`src/common/snd_defs.svh`:
```
// constants of the switch node command decoder
`ifndef SND_DEFS_SVH
`define SND_DEFS_SVH

// header byte layout
`define SND_CMD_MSB       7
`define SND_CMD_LSB       5
`define SND_ADDR_MSB      4
`define SND_ADDR_LSB      0

// command codes that act on the load
`define SND_CMD_LOAD_ON   3'h1
`define SND_CMD_LOAD_OFF  3'h2

// field layout: header, data, checksum
`define SND_FIELD_BYTES   3
`define SND_PULL_DATA     8'h00
`define SND_NODE_ADDR     6

// timing
`define SND_CLK_MHZ       10
`define SND_GAP_US        2000
`define SND_GAP_CYC       (`SND_GAP_US * `SND_CLK_MHZ)
`define SND_FAST_MS       100
`define SND_FAST_CYC      (`SND_FAST_MS * 1000 * `SND_CLK_MHZ)
`define SND_HOLD_MS       3000
`define SND_HOLD_CYC      (`SND_HOLD_MS * 1000 * `SND_CLK_MHZ)

`endif

```
`src/common/snd_pkg.sv`:
```
// types of the switch node command decoder
package snd_pkg;

  // message phase of the decoder
  typedef enum logic [2:0] {
    PH_HDR,
    PH_DATA,
    PH_CSUM,
    PH_SKIP,
    PH_TXHDR,
    PH_TXDAT,
    PH_TXSUM
  } snd_phase_t;

  // header byte split into command and destination
  typedef struct packed {
    logic [2:0] cmd;
    logic [4:0] addr;
  } snd_hdr_t;

  // byte delivered by the data link
  typedef struct packed {
    logic       valid;   // one-cycle strobe
    logic [7:0] data;
    logic       csumOk;  // checksum verdict, meaningful on third byte
  } snd_rx_t;

  // byte handed to the data link
  typedef struct packed {
    logic       valid;     // held until ready
    logic [7:0] data;
    logic       appendSum; // link puts its checksum in place of data
  } snd_tx_t;

endpackage : snd_pkg

```
`src/hw/snd_blinker.sv`:
```
// status indicator: sync toggles it, a link fault makes it flash fast
`include "snd_defs.svh"
`timescale 1ns/100ps
`default_nettype none

module snd_blinker #(
  parameter int FAST_CYC = `SND_FAST_CYC,
  parameter int HOLD_CYC = `SND_HOLD_CYC
) (
  input  wire logic clk_sys,    // system clock
  input  wire logic rst,        // async reset, high
  input  wire logic syncPulse,  // sync message seen
  input  wire logic faultPulse, // link fault seen
  output var  logic ledOut      // indicator drive
);

  localparam int FW = $clog2(FAST_CYC + 1);
  localparam int HW = $clog2(HOLD_CYC + 1);

  generate
    if (FAST_CYC < 1 || HOLD_CYC < FAST_CYC)
    begin : gChk
      $error("snd_blinker: bad blink timing");
    end
  endgenerate

  typedef struct packed {
    logic          led;
    logic [FW-1:0] fast;
    logic [HW-1:0] hold;
  } snd_blk_t;

  snd_blk_t q;
  snd_blk_t d;

  // fault mode wins over sync so trouble stays visible while syncs still arrive
  always_comb
  begin
    d = q;
    if (faultPulse)
    begin
      d.hold = HW'(HOLD_CYC);
    end
    else if (q.hold != '0)
    begin
      d.hold = q.hold - 1'b1;
    end
    if (q.hold != '0)
    begin
      if (q.fast == FW'(FAST_CYC - 1))
      begin
        d.fast = '0;
        d.led  = ~q.led;
      end
      else
      begin
        d.fast = q.fast + 1'b1;
      end
    end
    else
    begin
      d.fast = '0;
      if (syncPulse)
      begin
        d.led = ~q.led;
      end
    end
  end

  // state register
  always_ff @(posedge clk_sys or posedge rst)
  begin
    if (rst)
    begin
      q <= '0;
    end
    else
    begin
      q <= d;
    end
  end

  assign ledOut = q.led;
endmodule : snd_blinker

`default_nettype wire

```
`src/hw/snd_node.sv`:
```
// switch node command decoder: push field in, load control, pull field out
`include "snd_defs.svh"
`timescale 1ns/100ps
`default_nettype none

// Function
// - A header byte holds the command in bits 7..5 and the node address in bits 4..0.
// - The master sends its push field first and only the addressed slave replies.
// - A message is six bytes: push header, data, checksum, then pull header, data, checksum.
// - Command 001 for this node switches the load on and command 010 switches it off.
// - All other command codes leave the load as it is but still get the pull reply.
// - The pull reply echoes the push header, then sends 00h, then the link checksum.
// - Each slave has its own address and acts only on commands sent to it.
// - The status indicator toggles on every sync message received while no fault flash is running.
// - A link fault makes the status indicator flash clearly faster than sync toggling.
// - A falling edge on the receive line raises a receive interrupt for each start bit.
// - The transceiver automatic standby stays disabled at all times.
module snd_node #(
  parameter int NODE_ADDR = `SND_NODE_ADDR,
  parameter int GAP_CYC   = `SND_GAP_CYC,
  parameter int FAST_CYC  = `SND_FAST_CYC,
  parameter int HOLD_CYC  = `SND_HOLD_CYC
) (
  input  wire logic            clk_sys,     // system clock
  input  wire logic            rst,         // async reset, high
  input  wire snd_pkg::snd_rx_t rxIn,       // received byte from the data link
  input  wire logic            txReady,     // data link took the offered byte
  input  wire logic            rxLine,      // serial receive line level, idle high
  input  wire logic            syncPulse,   // data link saw a sync message
  input  wire logic            linkFault,   // data link framing or timing fault
  output snd_pkg::snd_tx_t     txOut,       // byte offered to the data link
  output logic                 loadDrive,   // switched load, high is on
  output logic                 statusLed,   // status indicator
  output logic                 rxIrq,       // receive interrupt pulse
  output logic                 standbyOff   // keeps transceiver standby disabled
);

  localparam int GW = $clog2(GAP_CYC + 1);

  generate
    if (NODE_ADDR < 0 || NODE_ADDR > 31 || GAP_CYC < 2)
    begin : gChk
      $error("snd_node: unsupported parameter");
    end
  endgenerate

  localparam logic [4:0] OWN_ADDR = 5'(NODE_ADDR);

  typedef struct packed {
    snd_pkg::snd_phase_t phase;
    logic [7:0]          hdr;
    logic [1:0]          skipCnt;
    logic [GW-1:0]       gap;
    logic                load;
    snd_pkg::snd_tx_t    tx;
    logic                irq;
    logic                rxLast;
    logic                csumFail;
    logic                standbyOff;
  } snd_state_t;

  snd_state_t       q;
  snd_state_t       d;
  snd_pkg::snd_hdr_t hdrQ;
  logic             ownAddr;
  logic             csumByte;
  logic             gapOut;

  // split the stored header into command and destination
  assign hdrQ     = snd_pkg::snd_hdr_t'(q.hdr);
  // match against our own address only
  assign ownAddr  = (hdrQ.addr == OWN_ADDR);
  assign csumByte = (q.phase == snd_pkg::PH_CSUM) && rxIn.valid;
  // a lost byte must not leave the decoder stuck mid field
  assign gapOut   = (q.gap == GW'(GAP_CYC - 1));

  // next state; bytes heard during our own reply are our echo and are ignored
  always_comb
  begin
    d            = q;
    d.csumFail   = 1'b0;
    d.standbyOff = 1'b1;
    d.irq        = q.rxLast & ~rxLine;
    d.rxLast     = rxLine;
    if (rxIn.valid)
    begin
      d.gap = '0;
    end
    else if (!gapOut)
    begin
      d.gap = q.gap + 1'b1;
    end
    unique case (q.phase)
      snd_pkg::PH_HDR:
      begin
        // first byte of the push field
        if (rxIn.valid)
        begin
          d.hdr   = rxIn.data;
          d.phase = snd_pkg::PH_DATA;
        end
      end
      snd_pkg::PH_DATA:
      begin
        // data byte carries nothing for this node
        if (rxIn.valid)
        begin
          d.phase = snd_pkg::PH_CSUM;
        end
        else if (gapOut)
        begin
          d.phase = snd_pkg::PH_HDR;
        end
      end
      snd_pkg::PH_CSUM:
      begin
        if (rxIn.valid)
        begin
          d.csumFail = ~rxIn.csumOk;
          if (!ownAddr)
          begin
            // foreign field: wait out the other reply
            d.phase   = snd_pkg::PH_SKIP;
            d.skipCnt = '0;
          end
          else if (!rxIn.csumOk)
          begin
            d.phase = snd_pkg::PH_HDR;
          end
          else
          begin
            if (hdrQ.cmd == `SND_CMD_LOAD_ON)
            begin
              d.load = 1'b1;
            end
            else if (hdrQ.cmd == `SND_CMD_LOAD_OFF)
            begin
              d.load = 1'b0;
            end
            d.tx.valid     = 1'b1;
            d.tx.data      = q.hdr;
            d.tx.appendSum = 1'b0;
            d.phase        = snd_pkg::PH_TXHDR;
          end
        end
        else if (gapOut)
        begin
          d.phase = snd_pkg::PH_HDR;
        end
      end
      snd_pkg::PH_SKIP:
      begin
        // count the other slave's three pull bytes
        if (rxIn.valid)
        begin
          d.skipCnt = q.skipCnt + 1'b1;
          if (q.skipCnt == 2'(`SND_FIELD_BYTES - 1))
          begin
            d.phase = snd_pkg::PH_HDR;
          end
        end
        else if (gapOut)
        begin
          d.phase = snd_pkg::PH_HDR;
        end
      end
      snd_pkg::PH_TXHDR:
      begin
        if (txReady)
        begin
          d.tx.data = `SND_PULL_DATA;
          d.phase   = snd_pkg::PH_TXDAT;
        end
      end
      snd_pkg::PH_TXDAT:
      begin
        if (txReady)
        begin
          d.tx.data      = 8'h00;
          d.tx.appendSum = 1'b1;
          d.phase        = snd_pkg::PH_TXSUM;
        end
      end
      snd_pkg::PH_TXSUM:
      begin
        if (txReady)
        begin
          d.tx    = '0;
          d.gap   = '0;
          d.phase = snd_pkg::PH_HDR;
        end
      end
      default:
      begin
        d.phase = snd_pkg::PH_HDR;
        d.tx    = '0;
      end
    endcase
  end

  // state register; line sampled high at reset so release gives no false edge
  always_ff @(posedge clk_sys or posedge rst)
  begin
    if (rst)
    begin
      q            <= '0;
      q.phase      <= snd_pkg::PH_HDR;
      q.rxLast     <= 1'b1;
      q.standbyOff <= 1'b1;
    end
    else
    begin
      q <= d;
    end
  end

  // outputs come straight from the state register
  assign txOut      = q.tx;
  assign loadDrive  = q.load;
  assign rxIrq      = q.irq;
  assign standbyOff = q.standbyOff;

  // indicator timing lives in its own small module
  snd_blinker #(
    .FAST_CYC (FAST_CYC),
    .HOLD_CYC (HOLD_CYC)
  ) uBlink (
    .clk_sys    (clk_sys),
    .rst        (rst),
    .syncPulse  (syncPulse),
    .faultPulse (q.csumFail | linkFault),
    .ledOut     (statusLed)
  );
endmodule : snd_node

`default_nettype wire

```
`config.mk`:
```
export PLATFORM = sky130hd
export DESIGN_NAME = snd_node
export DESIGN_NICKNAME = d
export VERILOG_FILES = /design/src/common/snd_pkg.sv /design/src/hw/snd_blinker.sv /design/src/hw/snd_node.sv
export VERILOG_INCLUDE_DIRS = /design/src /design/src/common
export SDC_FILE = /design/constraint.sdc
export NUM_CORES = 1
export LEC_CHECK = 0
export BUFFER_PORTS_ARGS = -buffer_cell sky130_fd_sc_hd__buf_2
export CORE_MARGIN = 2
export CORE_UTILIZATION = 65
export CTS_BUF_LIST = sky130_fd_sc_hd__clkbuf_4
export DETAILED_ROUTE_END_ITERATION = 7
export GPL_TIMING_DRIVEN = 0
export PLACE_DENSITY = 0.85
export SETUP_SLACK_MARGIN = 0.05
export SLEW_MARGIN = 25
export SYNTH_ARGS = -nofsm -noshare
export SYNTH_HDL_FRONTEND = slang
export SYNTH_SLANG_ARGS = --single-unit
```
`constraint.sdc`:
```
create_clock -name clk_sys -period 6.5 [get_ports clk_sys]
set_clock_uncertainty 0.2 [all_clocks]
set_input_delay 0 -clock clk_sys [delete_from_list [all_inputs] [get_ports clk_sys]]
set_output_delay 0 -clock clk_sys [all_outputs]
set_load 0.1 [all_outputs]
```
# Word-level counts from Yosys, hierarchy flattened
# Index checks and enable logic that the tools add are counted.
totals:
  register_bits: 88
  out_inout_bits: 14
op_classes:
  n_addsub: 4
  n_eq_ne: 23
  mux: 39
  n_bitwise: 8
  n_reduce_logical: 17
op_table:
  columns: ["operator", "n"]
  rows:
  - ["$mux W15", 4]
  - ["$mux W25", 2]
  - ["$mux W10", 4]
  - ["$pmux W8 S5", 1]
  - ["$mux W3", 10]
  - ["$reduce_bool A25 Y1", 1]
  - ["$sub A25 B1 Y25 const B", 1]
  - ["$mux W21", 1]
  - ["$pmux W3 S7", 1]
  - ["$add A20 B1 Y20 const B", 1]
  - ["$eq A20 B20 Y1 const B", 1]
  - ["$mux W20", 1]
  - ["$ne A2 B2 Y1 const B", 10]
  - ["$add A15 B1 Y15 const B", 1]
  - ["$eq A15 B15 Y1 const B", 1]
  - ["$reduce_and A5 Y1", 3]
  - ["$mux W11", 1]
  - ["$eq A3 B2 Y1 const B", 3]
  - ["$eq A3 B3 Y1 const B", 3]
  - ["$mux W9", 1]
  - ["$mux W8", 1]
  - ["$reduce_bool A2 Y1", 4]
  - ["$reduce_and A7 Y1", 1]
  - ["$eq A3 B1 Y1 const B", 2]
  - ["other kinds (19)", 32]

# Longest topological paths before layout
# Gate-level depths: netlist of run 1.
logic_depth:
  ltp_word: 5
  mapped_depth: 10
  ltp_nobuf: 7

# Hierarchy
# From an unflattened synthesis of run 1, not the netlist that was laid out.
unflattened:
  hier_cells: 452
  hier_area_um2: 4476.8
by_module_without_submodules:
  columns: ["mod", "n_inst", "cells_per_inst", "area_each_um2", "seq_area_each_um2"]
  rows:
  - ["snd_blinker", 1, 247, 2429.8, 1151.1]
  - ["snd_node", 1, 205, 2047.0, 1052.3]

# Worst setup path before layout of run 1
# Ideal clock, no wire load.
synth_timing:
  path_kind: "register -> register"
  startpoint: "reg uBlink.q[0] (netlist name)"
  endpoint: "reg uBlink.q[36] (netlist name)"
  setup_ps: 119
  t_arrival_ps: 2346
  slack_ps: 3835
  path_stages_with_launch: 11
  n_path_buf: 3
  period_less_slack_ps: 2665
  path_cell_list: "dfrtp_1 inv_1 ha_1 or4b_4 or4_4 buf_6 or2_1 buf_6 o21ai_4 buf_6 nor2_1"
synth_lines:
  columns: ["element", "line", "source"]
  rows:
  - ["start: declaration", "snd_blinker.sv:33", "snd_blk_t q;"]
  - ["start signal: assignment", "snd_blinker.sv:75", "q <= '0;"]
  - ["start signal: assignment", "snd_blinker.sv:79", "q <= d;"]

==> impl_metrics.toml, run 1 <==
[synthesis]
postSynthNetCount = 473
netlist_area_mm2 = 0.004429
synth_top_area_frac = 0.4915
synthesis.yosys.warnings = 0
netlist_instances = 452
seq_area_frac_synth = 0.4975
ys_top_cells_by_area = "sky130_fd_sc_hd__dfrtp_1 (49%), sky130_fd_sc_hd__xor2_1 (6.3%), sky130_fd_sc_hd__nor2_1 (5.8%)"
synth-main-ff-cell = "sky130_fd_sc_hd__dfrtp_1"
synthesis.area_per_instance_um2 = 9.799
synthDistinctLibCells = 50
synth_enable_flop_cells = 0
cell_type_contributing_the_most_total_cell_area_after_synthesis = "sky130_fd_sc_hd__dfrtp_1"
ffs_latches_synth = 88
asyncSetResetFlopFracSynth = 1.000

[hold_path]
worstHoldPathCells = 3
hold-path-endpoint = "rxIrq"
worstHoldStart = "rxLine"
worst_hold_path_type = "in -> reg"

[critical_path]
category_of_the_worst_setup_path_capture_point = "flop"
r2r.worst_path.cells = 10
worstPathArrival_ps = 3000
r2r_setup_slack_ps = 3650
critPathMaxFanout = 10
worst-endpoint-required_ps = 6650
reg2reg_from = "uBlink.q[0]"
startpoint_type = "flop"
worst_r2r_endpoint = "uBlink.q[41]"
critPathKind = "reg -> reg"

[clock_network]
tritoncts.num_buffers = 9
cts_setup_buffers = 0
htreeDepth = 3
clock_sinks = 88
clk_path_buf_depth = 2
clk_latency_ps = 440
cts_repair_resize_count = 0
ctsRootBufferMaster = "sky130_fd_sc_hd__clkbuf_4"
cts_tree = "built"
clkSlewWorstSetupHoldPaths_ps = 140

[floorplan]
core_mm2 = 0.006681
initial_core_util = 0.6629
placementRows = 30
ios = 30
floorplan.die_area_mm2 = 0.007491
chipWidth_um = 86.55
die_height_um = 86.55

[pwr]
combinationalPowerShare = 0.273
powerDensity_mw_per_mm2 = 282.2
power_frac_seq = 0.478
power_frac_clock = 0.250
switching_power_w = 0.0005057
cellLeakagePower_nw = 2.234
power_report.internal_total_w = 0.0009228
sw_frac_of_total = 0.3540
worst_ir_drop_vdd_v = 0.0002008

[cells_and_area]
most_common_library_cell_in_the_layout_ignoring_fill_and_taps = "sky130_fd_sc_hd__dfrtp_1"
final_layout_size_suffix_gt1_frac = 0.1492
mostFrequentLayoutCells = "sky130_fd_sc_hd__dfrtp_1 (87), sky130_fd_sc_hd__nor2_1 (69), sky130_fd_sc_hd__xor2_1 (32)"
fillCellCount = 444
design.final.nets = 532
antenna_cells_inserted = 0
area_growth_syn_to_fin_pct = 14.27

[global_route]
track_usage = 0.2585
grt_pass1_vias = 3402
grt_max_degree = 56
grt_antenna_before_repair = 0
first_pass_grt_wire_length_um = 15300
grt_overflow_total = 0

[routing]
route.antenna.remaining_nets = 0
routed_wirelength_um = 9360
wl_per_cell_um = 15.70
detailedRoute.firstIterationViolations = 223
via_count = 3540
met2_length_um = 4653
drc_errors = 0
met1_length_um = 4027
routed_via_density = 5.940
dr.max_layer_used = "met4"
drt_pre_antenna_iters = 5
met3RoutedLength_um = 451

[outcome]
run_status = "complete, no violations"

[timing]
max_freq_ghz = 0.3512
tns_ps = 0
hold_viol = 0
timing.final.setup_violations = 0
grt_setup_unrepaired = "no"
least_margin_pin_slew_ps = 713.0
slew_headroom = 0.5180
final_max_slew_viol_count = 0
finalCritPeriodShare = 0.4380
min_period_ps = 2847
postLayoutSetupSlackWorst_ps = 3653

[place]
port_buffers = 28
gp_congestion = 0.8583
hpwlAfterDp_um = 5769
pre_cts_ws_ps = 3670

[job]
timing.max_cap.violations = 0
==> layer usage <==
metal	track usage	up-vias
met5	0	-
met4	0.1151	0
met3	0.04762	23
met2	0.4196	130
met1	0.3410	1705
li1	-	1682
==> worst max path at each step <==
stage / depth (start not counted) / endpoint / from / slack [ps]
2_1_floorplan: 10 / uBlink.q[36] / uBlink.q[0] / 3840
3_3_place_gp: 2 / uBlink.q[6] / rst / 3100
3_5_place_dp: 10 / uBlink.q[36] / uBlink.q[0] / 3670
4_1_cts: 9 / uBlink.q[19] / uBlink.q[0] / 3650
5_1_grt: 9 / uBlink.q[9] / uBlink.q[0] / 3540
6_report: 10 / uBlink.q[41] / uBlink.q[0] / 3650
==> Yosys cell counts, types with 6 or more instances <==
| master | n |
|---|---|
| sky130_fd_sc_hd__a21oi_1 | 10 |
| sky130_fd_sc_hd__and3_1 | 6 |
| sky130_fd_sc_hd__buf_4 | 11 |
| sky130_fd_sc_hd__clkbuf_1 | 11 |
| sky130_fd_sc_hd__dfrtp_1 | 87 |
| sky130_fd_sc_hd__inv_1 | 11 |
| sky130_fd_sc_hd__mux2_2 | 8 |
| sky130_fd_sc_hd__nand2_1 | 28 |
| sky130_fd_sc_hd__nand3_1 | 23 |
| sky130_fd_sc_hd__nand4_1 | 9 |
| sky130_fd_sc_hd__nor2_1 | 69 |
| sky130_fd_sc_hd__nor3_1 | 17 |
| sky130_fd_sc_hd__nor4_1 | 7 |
| sky130_fd_sc_hd__o211ai_1 | 8 |
| sky130_fd_sc_hd__o21ai_0 | 18 |
| sky130_fd_sc_hd__xnor2_1 | 18 |
| sky130_fd_sc_hd__xor2_1 | 32 |
==> area by class of cell <==
cell class,count,area [um^2],area share
well taps,80,100.1,0.01978
repair buffers,48,357.8,0.07070
multi-input cells,326,2023,0.3998
plain buffers,27,166.4,0.03288
inverters,11,43.79,0.008653
flip-flops and latches,88,2203,0.4354
clock inverters,6,91.34,0.01805
clock buffers,10,75.07,0.01483
==> per-stage QoR <==
| stage | instances | hold WS (ps) | util | cell area (um^2) | total power (W) |
|---|---|---|---|---|---|
| after CTS | 596 | 35.33 | 0.7567 | 5056 | 0.001417 |
| after floorplan | 452 | -195.5 | - | 4429 | 0.0009710 |
| final | 596 | 65.05 | 0.7575 | 5061 | 0.001428 |
| after global placement | 560 | -84.61 | 0.6989 | 4669 | 0.001028 |
| after global routing | 596 | 64.35 | 0.7575 | 5061 | 0.001497 |
| after detailed placement | 561 | -154.4 | 0.7034 | 4700 | 0.001051 |
==> power groups by stage <==
stage               Combinational [W]  Clock [W]  Sequential (W)
floorplan                    0.000295          0        0.000676
global placement             0.000345          0        0.000683
detailed placement           0.000363          0        0.000688
CTS                          0.000380   0.000360        0.000677
global route                 0.000423   0.000384        0.000690
finish                       0.000389   0.000357        0.000682
==> logic make-up after synthesis <==
kind of cell / count (synthesis) / synth area share
buffers and inverters: 38 / 0.04689
and+or+nand+nor: 204 / 0.2364
adders and majority gates: 5 / 0.01412
DFF: 88 / 0.4975
AOI/OAI and AO/OA: 56 / 0.08051
muxes: 10 / 0.02486
other: 1 / 0.0008466
xor gates and xnor gates: 50 / 0.09887
==> registers in the layout, indices dropped and copies added (netlist names) <==
register	flops
rxIrq	1
loadDrive	1
uBlink.ledOut	1
hdrQ	8
uBlink.q	45
q	22
txOut	10
==> worst max-delay path, stage by stage, from the launching register on <==
cell,delay [ps]
sky130_fd_sc_hd__dfrtp_1,430
sky130_fd_sc_hd__inv_1,130
sky130_fd_sc_hd__ha_1,160
sky130_fd_sc_hd__or4b_4,470
sky130_fd_sc_hd__or4_4,490
sky130_fd_sc_hd__buf_6,150
sky130_fd_sc_hd__or2_1,230
sky130_fd_sc_hd__buf_6,140
sky130_fd_sc_hd__o21ai_4,120
sky130_fd_sc_hd__buf_6,190
sky130_fd_sc_hd__nor2_1,50
==> repair_timing <==
action                                  4_1_cts  5_1_grt
hold endpoints to repair                    135        0
endpoints found under the setup margin        0        0
hold buffers                                 19        0
Note: power is estimated with default switching activity, not from simulation.
==> run 2, diff against run 1 <==
- ABC_AREA: not set -> 1
- CORE_UTILIZATION: 65 -> 63
- PLACE_DENSITY: 0.85 -> 0.82
- clock period: 6.5 -> 2.95 ns (I/O delays scaled with it)
==> impl_metrics.toml, run 2 <==
[clock_network]
clock_sinks = 88
cts_repair_resize_count = 0
htreeDepth = 3
tritoncts.num_buffers = 9
clk_path_buf_depth = 2
clk_latency_ps = 430
cts_tree = "built"
clkSlewWorstSetupHoldPaths_ps = 140
ctsRootBufferMaster = "sky130_fd_sc_hd__clkbuf_4"

[cells_and_area]
finalCoreUtilization = 0.7275
most_common_library_cell_in_the_layout_ignoring_fill_and_taps = "sky130_fd_sc_hd__nand2_1"
mostFrequentLayoutCells = "sky130_fd_sc_hd__nand2_1 (149), sky130_fd_sc_hd__nor2_1 (107), sky130_fd_sc_hd__dfrtp_1 (87)"
antenna_cells_inserted = 0
total_area_of_multi_input_combinational_cells_mm2 = 0.002215
final_cells = 813
max_ffs_per_register = 45
area_growth_syn_to_fin_pct = 13.64
max_flop_register = "uBlink.q"
fillCellCount = 585
design.final.nets = 727
final_layout_size_suffix_gt1_frac = 0.1392
seqCellArea_mm2 = 0.002203
layout.cell_area.non_filler_mm2 = 0.005534

[place]
number_of_instances_in_the_placed_design = 777
hpwlAfterDp_um = 7515
port_buffers = 28
detailed_place.area_mm2 = 0.005170
gp_congestion = 0.9471
pre_cts_ws_ps = 899.9

[floorplan]
core_mm2 = 0.007607
die_height_um = 91.92
chipWidth_um = 91.92
floorplan.die_area_mm2 = 0.008449
initial_core_util = 0.6401
ios = 30
placementRows = 32

[timing]
timing.final.setup_violations = 0
max_freq_ghz = 0.4738
postLayoutSetupSlackWorst_ps = 839.5
finalCritPeriodShare = 0.7154
final_max_slew_viol_count = 0
hold_viol = 0
grt_setup_unrepaired = "no"
min_period_ps = 2110
worst_hold_slack_ps = 35.20
slew_headroom = 0.6552
least_margin_pin_slew_ps = 516.6

[critical_path]
r2r.worst_path.cells = 7
category_of_the_worst_setup_path_capture_point = "flop"
worstPathArrival_ps = 2220
timing.critical_path.slowest_cell_delay_ps = 430
critPathKind = "reg -> reg"
critPathMaxFanout = 7
cp_slowest_cell = "sky130_fd_sc_hd__dfrtp_1"
path_depth = 7
path_cells = "inv_1 > ha_1 > inv_1 > nor2_1 > nand2_1 > a21oi_1 > o21ai_0"
worst-endpoint-required_ps = 3060
startpoint_type = "flop"
cp_common_cell = "sky130_fd_sc_hd__inv_1"
path_delay_family = "simple AND/OR/NAND/NOR gates"
worstPathBufferInverterCount = 2

[synthesis]
postSynthNetCount = 667
ffs_latches_synth = 88
synthesis.yosys.warnings = 0
synthDistinctLibCells = 42
netlist_area_mm2 = 0.004870
seq_area_frac_synth = 0.4525
synth_top_area_frac = 0.4471
synth_enable_flop_cells = 0
yosys.area_share.simple = 0.3428
synth_common_cells = "sky130_fd_sc_hd__nand2_1 (149), sky130_fd_sc_hd__nor2_1 (107), sky130_fd_sc_hd__dfrtp_1 (87)"
asyncSetResetFlopFracSynth = 1.000
ys_top_cells_by_area = "sky130_fd_sc_hd__dfrtp_1 (45%), sky130_fd_sc_hd__nand2_1 (11%), sky130_fd_sc_hd__nor2_1 (8.2%)"
synth_compound_area_frac = 0.07682
netlist_instances = 646
synth_top_family_by_area = "simple AND/OR/NAND/NOR gates"
synth-main-ff-cell = "sky130_fd_sc_hd__dfrtp_1"
synth_adder_area_share = 0.01285
most_numerous_cell_in_the_yosys_netlist = "sky130_fd_sc_hd__nand2_1"
cell_type_contributing_the_most_total_cell_area_after_synthesis = "sky130_fd_sc_hd__dfrtp_1"
synthXorXnorAreaFrac = 0.02158
synthesis.area_per_instance_um2 = 7.538
synthMuxAreaShare = 0

[global_route]
grt_max_degree = 70
first_pass_grt_wire_length_um = 18300
grt_overflow_total = 0
grt_antenna_before_repair = 0
track_usage = 0.2666
grt_pass1_vias = 4226

[pwr]
worst_ir_drop_vdd_v = 0.0004029
powerDensity_mw_per_mm2 = 571.7
cellLeakagePower_nw = 2.728

[hold_path]
worstHoldPathCells = 3
worst_hold_path_type = "in -> reg"

[routing]
via_count = 4375
detailedRoute.firstIterationViolations = 309
wl_per_cell_um = 12.81
route.antenna.remaining_nets = 0
drt_pre_antenna_iters = 5
routed_wirelength_um = 10420
drc_errors = 0
routed_via_density = 5.381

[outcome]
run_status = "complete, no violations"

[job]
timing.max_cap.violations = 0
-- run 2: cell count changes in the layout (fill, tap and decap cells not counted), sizes merged, moves of 6 or more --
cell,delta
o21ai,+14
nand4,+9
nand2,+126
o211ai,-6
mux2,-8
nor2,+46
a21oi,+13
clkbuf,-9
xnor2,-17
nor4,-7
inv,+74
nand3,+27
xor2,-21
-- run 2: repair_timing --
item                       CTS  global route
setup endpoints to repair    0             0
hold buffers                20             0
buffers inserted             0             0
hold endpoints to repair   144             0
-- run 2: logic make-up after synthesis --
logic type / after synthesis
xor+xnor: 12
flops: 88
compound gates: 67
other cells: 1
buf+inv: 103
simple gates: 370
fa+ha+maj: 5
-- run 2: path summary, 6_finish.rpt --
kind | from | endpoint | slack, ps
setup reg to reg | uBlink.q[0] | uBlink.q[14] | 840
min in group asynchronous | rst | q[26] | 420
hold / removal | rxLine | rxIrq | 40
max in group asynchronous | rst | q[2] | 1520
hold reg to reg | uBlink.q[25] | uBlink.q[25] | 270
setup / recovery | uBlink.q[0] | uBlink.q[14] | 840
-- run 2: layout make-up --
| class | instances | area share |
|---|---|---|
| Multi-Input combinational cell | 455 | 0.4002 |
| Sequential cell | 88 | 0.3981 |
| Timing Repair Buffer | 49 | 0.06647 |
| Inverter | 87 | 0.06104 |
| Tap cell | 102 | 0.02306 |
| Buffer | 16 | 0.02148 |
| Clock buffer | 11 | 0.01492 |
| Clock inverter | 5 | 0.01470 |
-- run 2: where the power goes --
part | leakage, nW | switching, W | internal, W
clock network | 0.0875 | 0.000408 | 0.000365
logic | 1.51 | 0.000648 | 0.000284
registers | 1.13 | 0.000112 | 0.00135
total | 2.73 | 0.00117 | 0.00199
-- run 2: per-stage QoR --
step | setup TNS, ps | power, W
2_1_floorplan | 0 | 0.002171
3_3_place_gp | -42060 | 0.002319
3_5_place_dp | 0 | 0.002372
4_1_cts | 0 | 0.003161
5_1_grt | 0 | 0.003358
6_report | 0 | 0.003164
-- run 2: worst min-delay path: stages --
cell	delay [ps]
sky130_fd_sc_hd__dlygate4sd3_1	520
sky130_fd_sc_hd__buf_2	100
sky130_fd_sc_hd__nor2_1	40
-- run 2: metal layers --
layer | up-vias | track usage | routed length [um]
met5 | - | 0 | 0
met4 | 0 | 0.09328 | 151
met3 | 20 | 0.04437 | 472
met2 | 135 | 0.4498 | 5255
met1 | 2052 | 0.3504 | 4538
li1 | 2168 | - | -
==> run 3, diff against run 2 <==
- CORE_UTILIZATION: 63 -> 57
- PLACE_DENSITY: 0.82 -> 0.78
- clock period: 2.95 -> 1.73 ns (I/O delays scaled with it)
==> impl_metrics.toml, run 3 (synthesized netlist as in run 2, its figures left out) <==
[outcome]
run_status = "finished, violations left"
failed_checks = "negative setup slack"

[global_route]
grt_antenna_before_repair = 0
grt_max_degree = 31
track_usage = 0.2567
first_pass_grt_wire_length_um = 18710
top_usage_layer = "met2"
use_met1 = 0.3152
globalRouteMet3Util = 0.05353
grtUsageMet2 = 0.4473
grt_pass1_vias = 4380
grt_overflow_total = 0

[critical_path]
critPathMaxFanout = 5
critPathKind = "reg -> reg"
worst-endpoint-required_ps = 1850
worstPathBufferInverterCount = 1
path_depth = 7
timing.critical_path.slowest_cell_delay_ps = 470
category_of_the_worst_setup_path_capture_point = "flop"
worstPathArrival_ps = 1910
path_cells = "nor2_2 > nand2_2 > nor3_4 > nand3_4 > nand2_4 > buf_8 > nor3b_2"
r2r.worst_path.cells = 7
cp_slowest_cell = "sky130_fd_sc_hd__dfrtp_1"
path_delay_family = "simple AND/OR/NAND/NOR gates"
startpoint_type = "flop"

[cells_and_area]
max_ffs_per_register = 45
antenna_cells_inserted = 0
final_layout_size_suffix_gt1_frac = 0.3470
most_common_library_cell_in_the_layout_ignoring_fill_and_taps = "sky130_fd_sc_hd__nand2_1"
max_flop_register = "uBlink.q"
mostFrequentLayoutCells = "sky130_fd_sc_hd__nand2_1 (128), sky130_fd_sc_hd__dfrtp_1 (79), sky130_fd_sc_hd__inv_1 (70)"
finalCoreUtilization = 0.7865
area_growth_syn_to_fin_pct = 33.38
final_cells = 863
design.final.nets = 774

[routing]
via_count = 4729
drt_pre_antenna_iters = 6
routed_wirelength_um = 12400
routed_via_density = 5.480
wl_per_cell_um = 14.36
route.antenna.remaining_nets = 0
drc_errors = 0
detailedRoute.firstIterationViolations = 320

[clock_network]
htreeDepth = 3
ctsRootBufferMaster = "sky130_fd_sc_hd__clkbuf_4"
tritoncts.num_buffers = 9
cts_tree = "built"
clk_path_buf_depth = 2
clock_sinks = 88
clk_latency_ps = 440
clkSlewWorstSetupHoldPaths_ps = 160

[hold_path]
worst_hold_path_type = "in -> reg"
worstHoldPathCells = 3

[floorplan]
chipWidth_um = 96.43
placementRows = 33
initial_core_util = 0.5897
die_height_um = 96.43
ios = 30
floorplan.die_area_mm2 = 0.009299
core_mm2 = 0.008258

[timing]
max_freq_ghz = 0.5589
timing.final.setup_violations = 28
min_period_ps = 1789
postLayoutSetupSlackWorst_ps = -59.30
grt_setup_unrepaired = "yes"
finalCritPeriodShare = 1.034
tns_ps = -652.9
hold_viol = 0
final_max_slew_viol_count = 0

[place]
port_buffers = 28
hpwlAfterDp_um = 7502
number_of_instances_in_the_placed_design = 782
pre_cts_ws_ps = -265.1
gp_congestion = 0.9433

[job]
timing.max_cap.violations = 0

[pwr]
cellLeakagePower_nw = 3.051
worst_ir_drop_vdd_v = 0.0006337
powerDensity_mw_per_mm2 = 903.6
run 3: cell count changes in the layout (fill, tap and decap cells not counted), sizes merged:
cell	previous run	this run
buf	44	93
nand2	154	155
inv	86	85
bufinv	2	3
clkinv	3	4
dlygate4sd3	20	17
clkbuf	12	11
run 3: through the flow:
step | cell area [um^2] | power, W | hold slack, ps
floorplan | 4873 | 0.003703 | -195.5
global placement | 5145 | 0.003964 | -84.04
detailed placement | 5220 | 0.004029 | -200.4
CTS | 5959 | 0.005645 | 23.56
global route | 6495 | 0.006200 | 23.63
finish | 6495 | 0.005869 | 47.99
run 3: path summary, 6_finish.rpt:
path                                end         from  slack (ps)
max                        uBlink.q[37]  uBlink.q[7]         -60
min                               rxIrq       rxLine          50
max reg2reg                uBlink.q[37]  uBlink.q[7]         -60
min reg2reg                       rxIrq         q[2]         270
max in group asynchronous         q[42]          rst         220
min in group asynchronous  uBlink.q[34]          rst         460
run 3: timing repair:
item | 4_1_cts | 5_1_grt
hold buffers | 17 | 0
gates resized for setup | 54 | 112
endpoints found under the hold margin | 151 | 0
setup buffers | 22 | 24
cloned | 1 | 1
pin swaps | 14 | 41
setup endpoints to repair | 54 | 81
run 3: worst register-to-register path: cells and delay by family (launching register included):
| family | cells | cell delay [ps] |
|---|---|---|
| buffers and inverters | 1 | 150 |
| DFF | 1 | 470 |
| and+or+nand+nor | 6 | 850 |
run 3: cell type report:
class,instances,area [um^2]
flip-flops and latches,88,2213
multi-input cells,456,2710
fillers,499,1763
inverters,87,360.3
clock inverters,6,116.4
repair buffers,95,762.0
plain buffers,16,126.4
well taps,105,131.4
clock buffers,10,75.07
run 3: power breakdown:
group / switching [W] / total (W) / internal, W
logic: 0.00124 / 0.00187 / 0.000626
clock network: 0.000735 / 0.00149 / 0.000759
registers: 0.000202 / 0.00250 / 0.00230
run 3: layer usage:
metal | up-vias | routed length [um]
met3 | 44 | 694
met4 | 0 | 368
met2 | 195 | 6326
li1 | 2277 | -
met5 | - | 0
met1 | 2213 | 5007
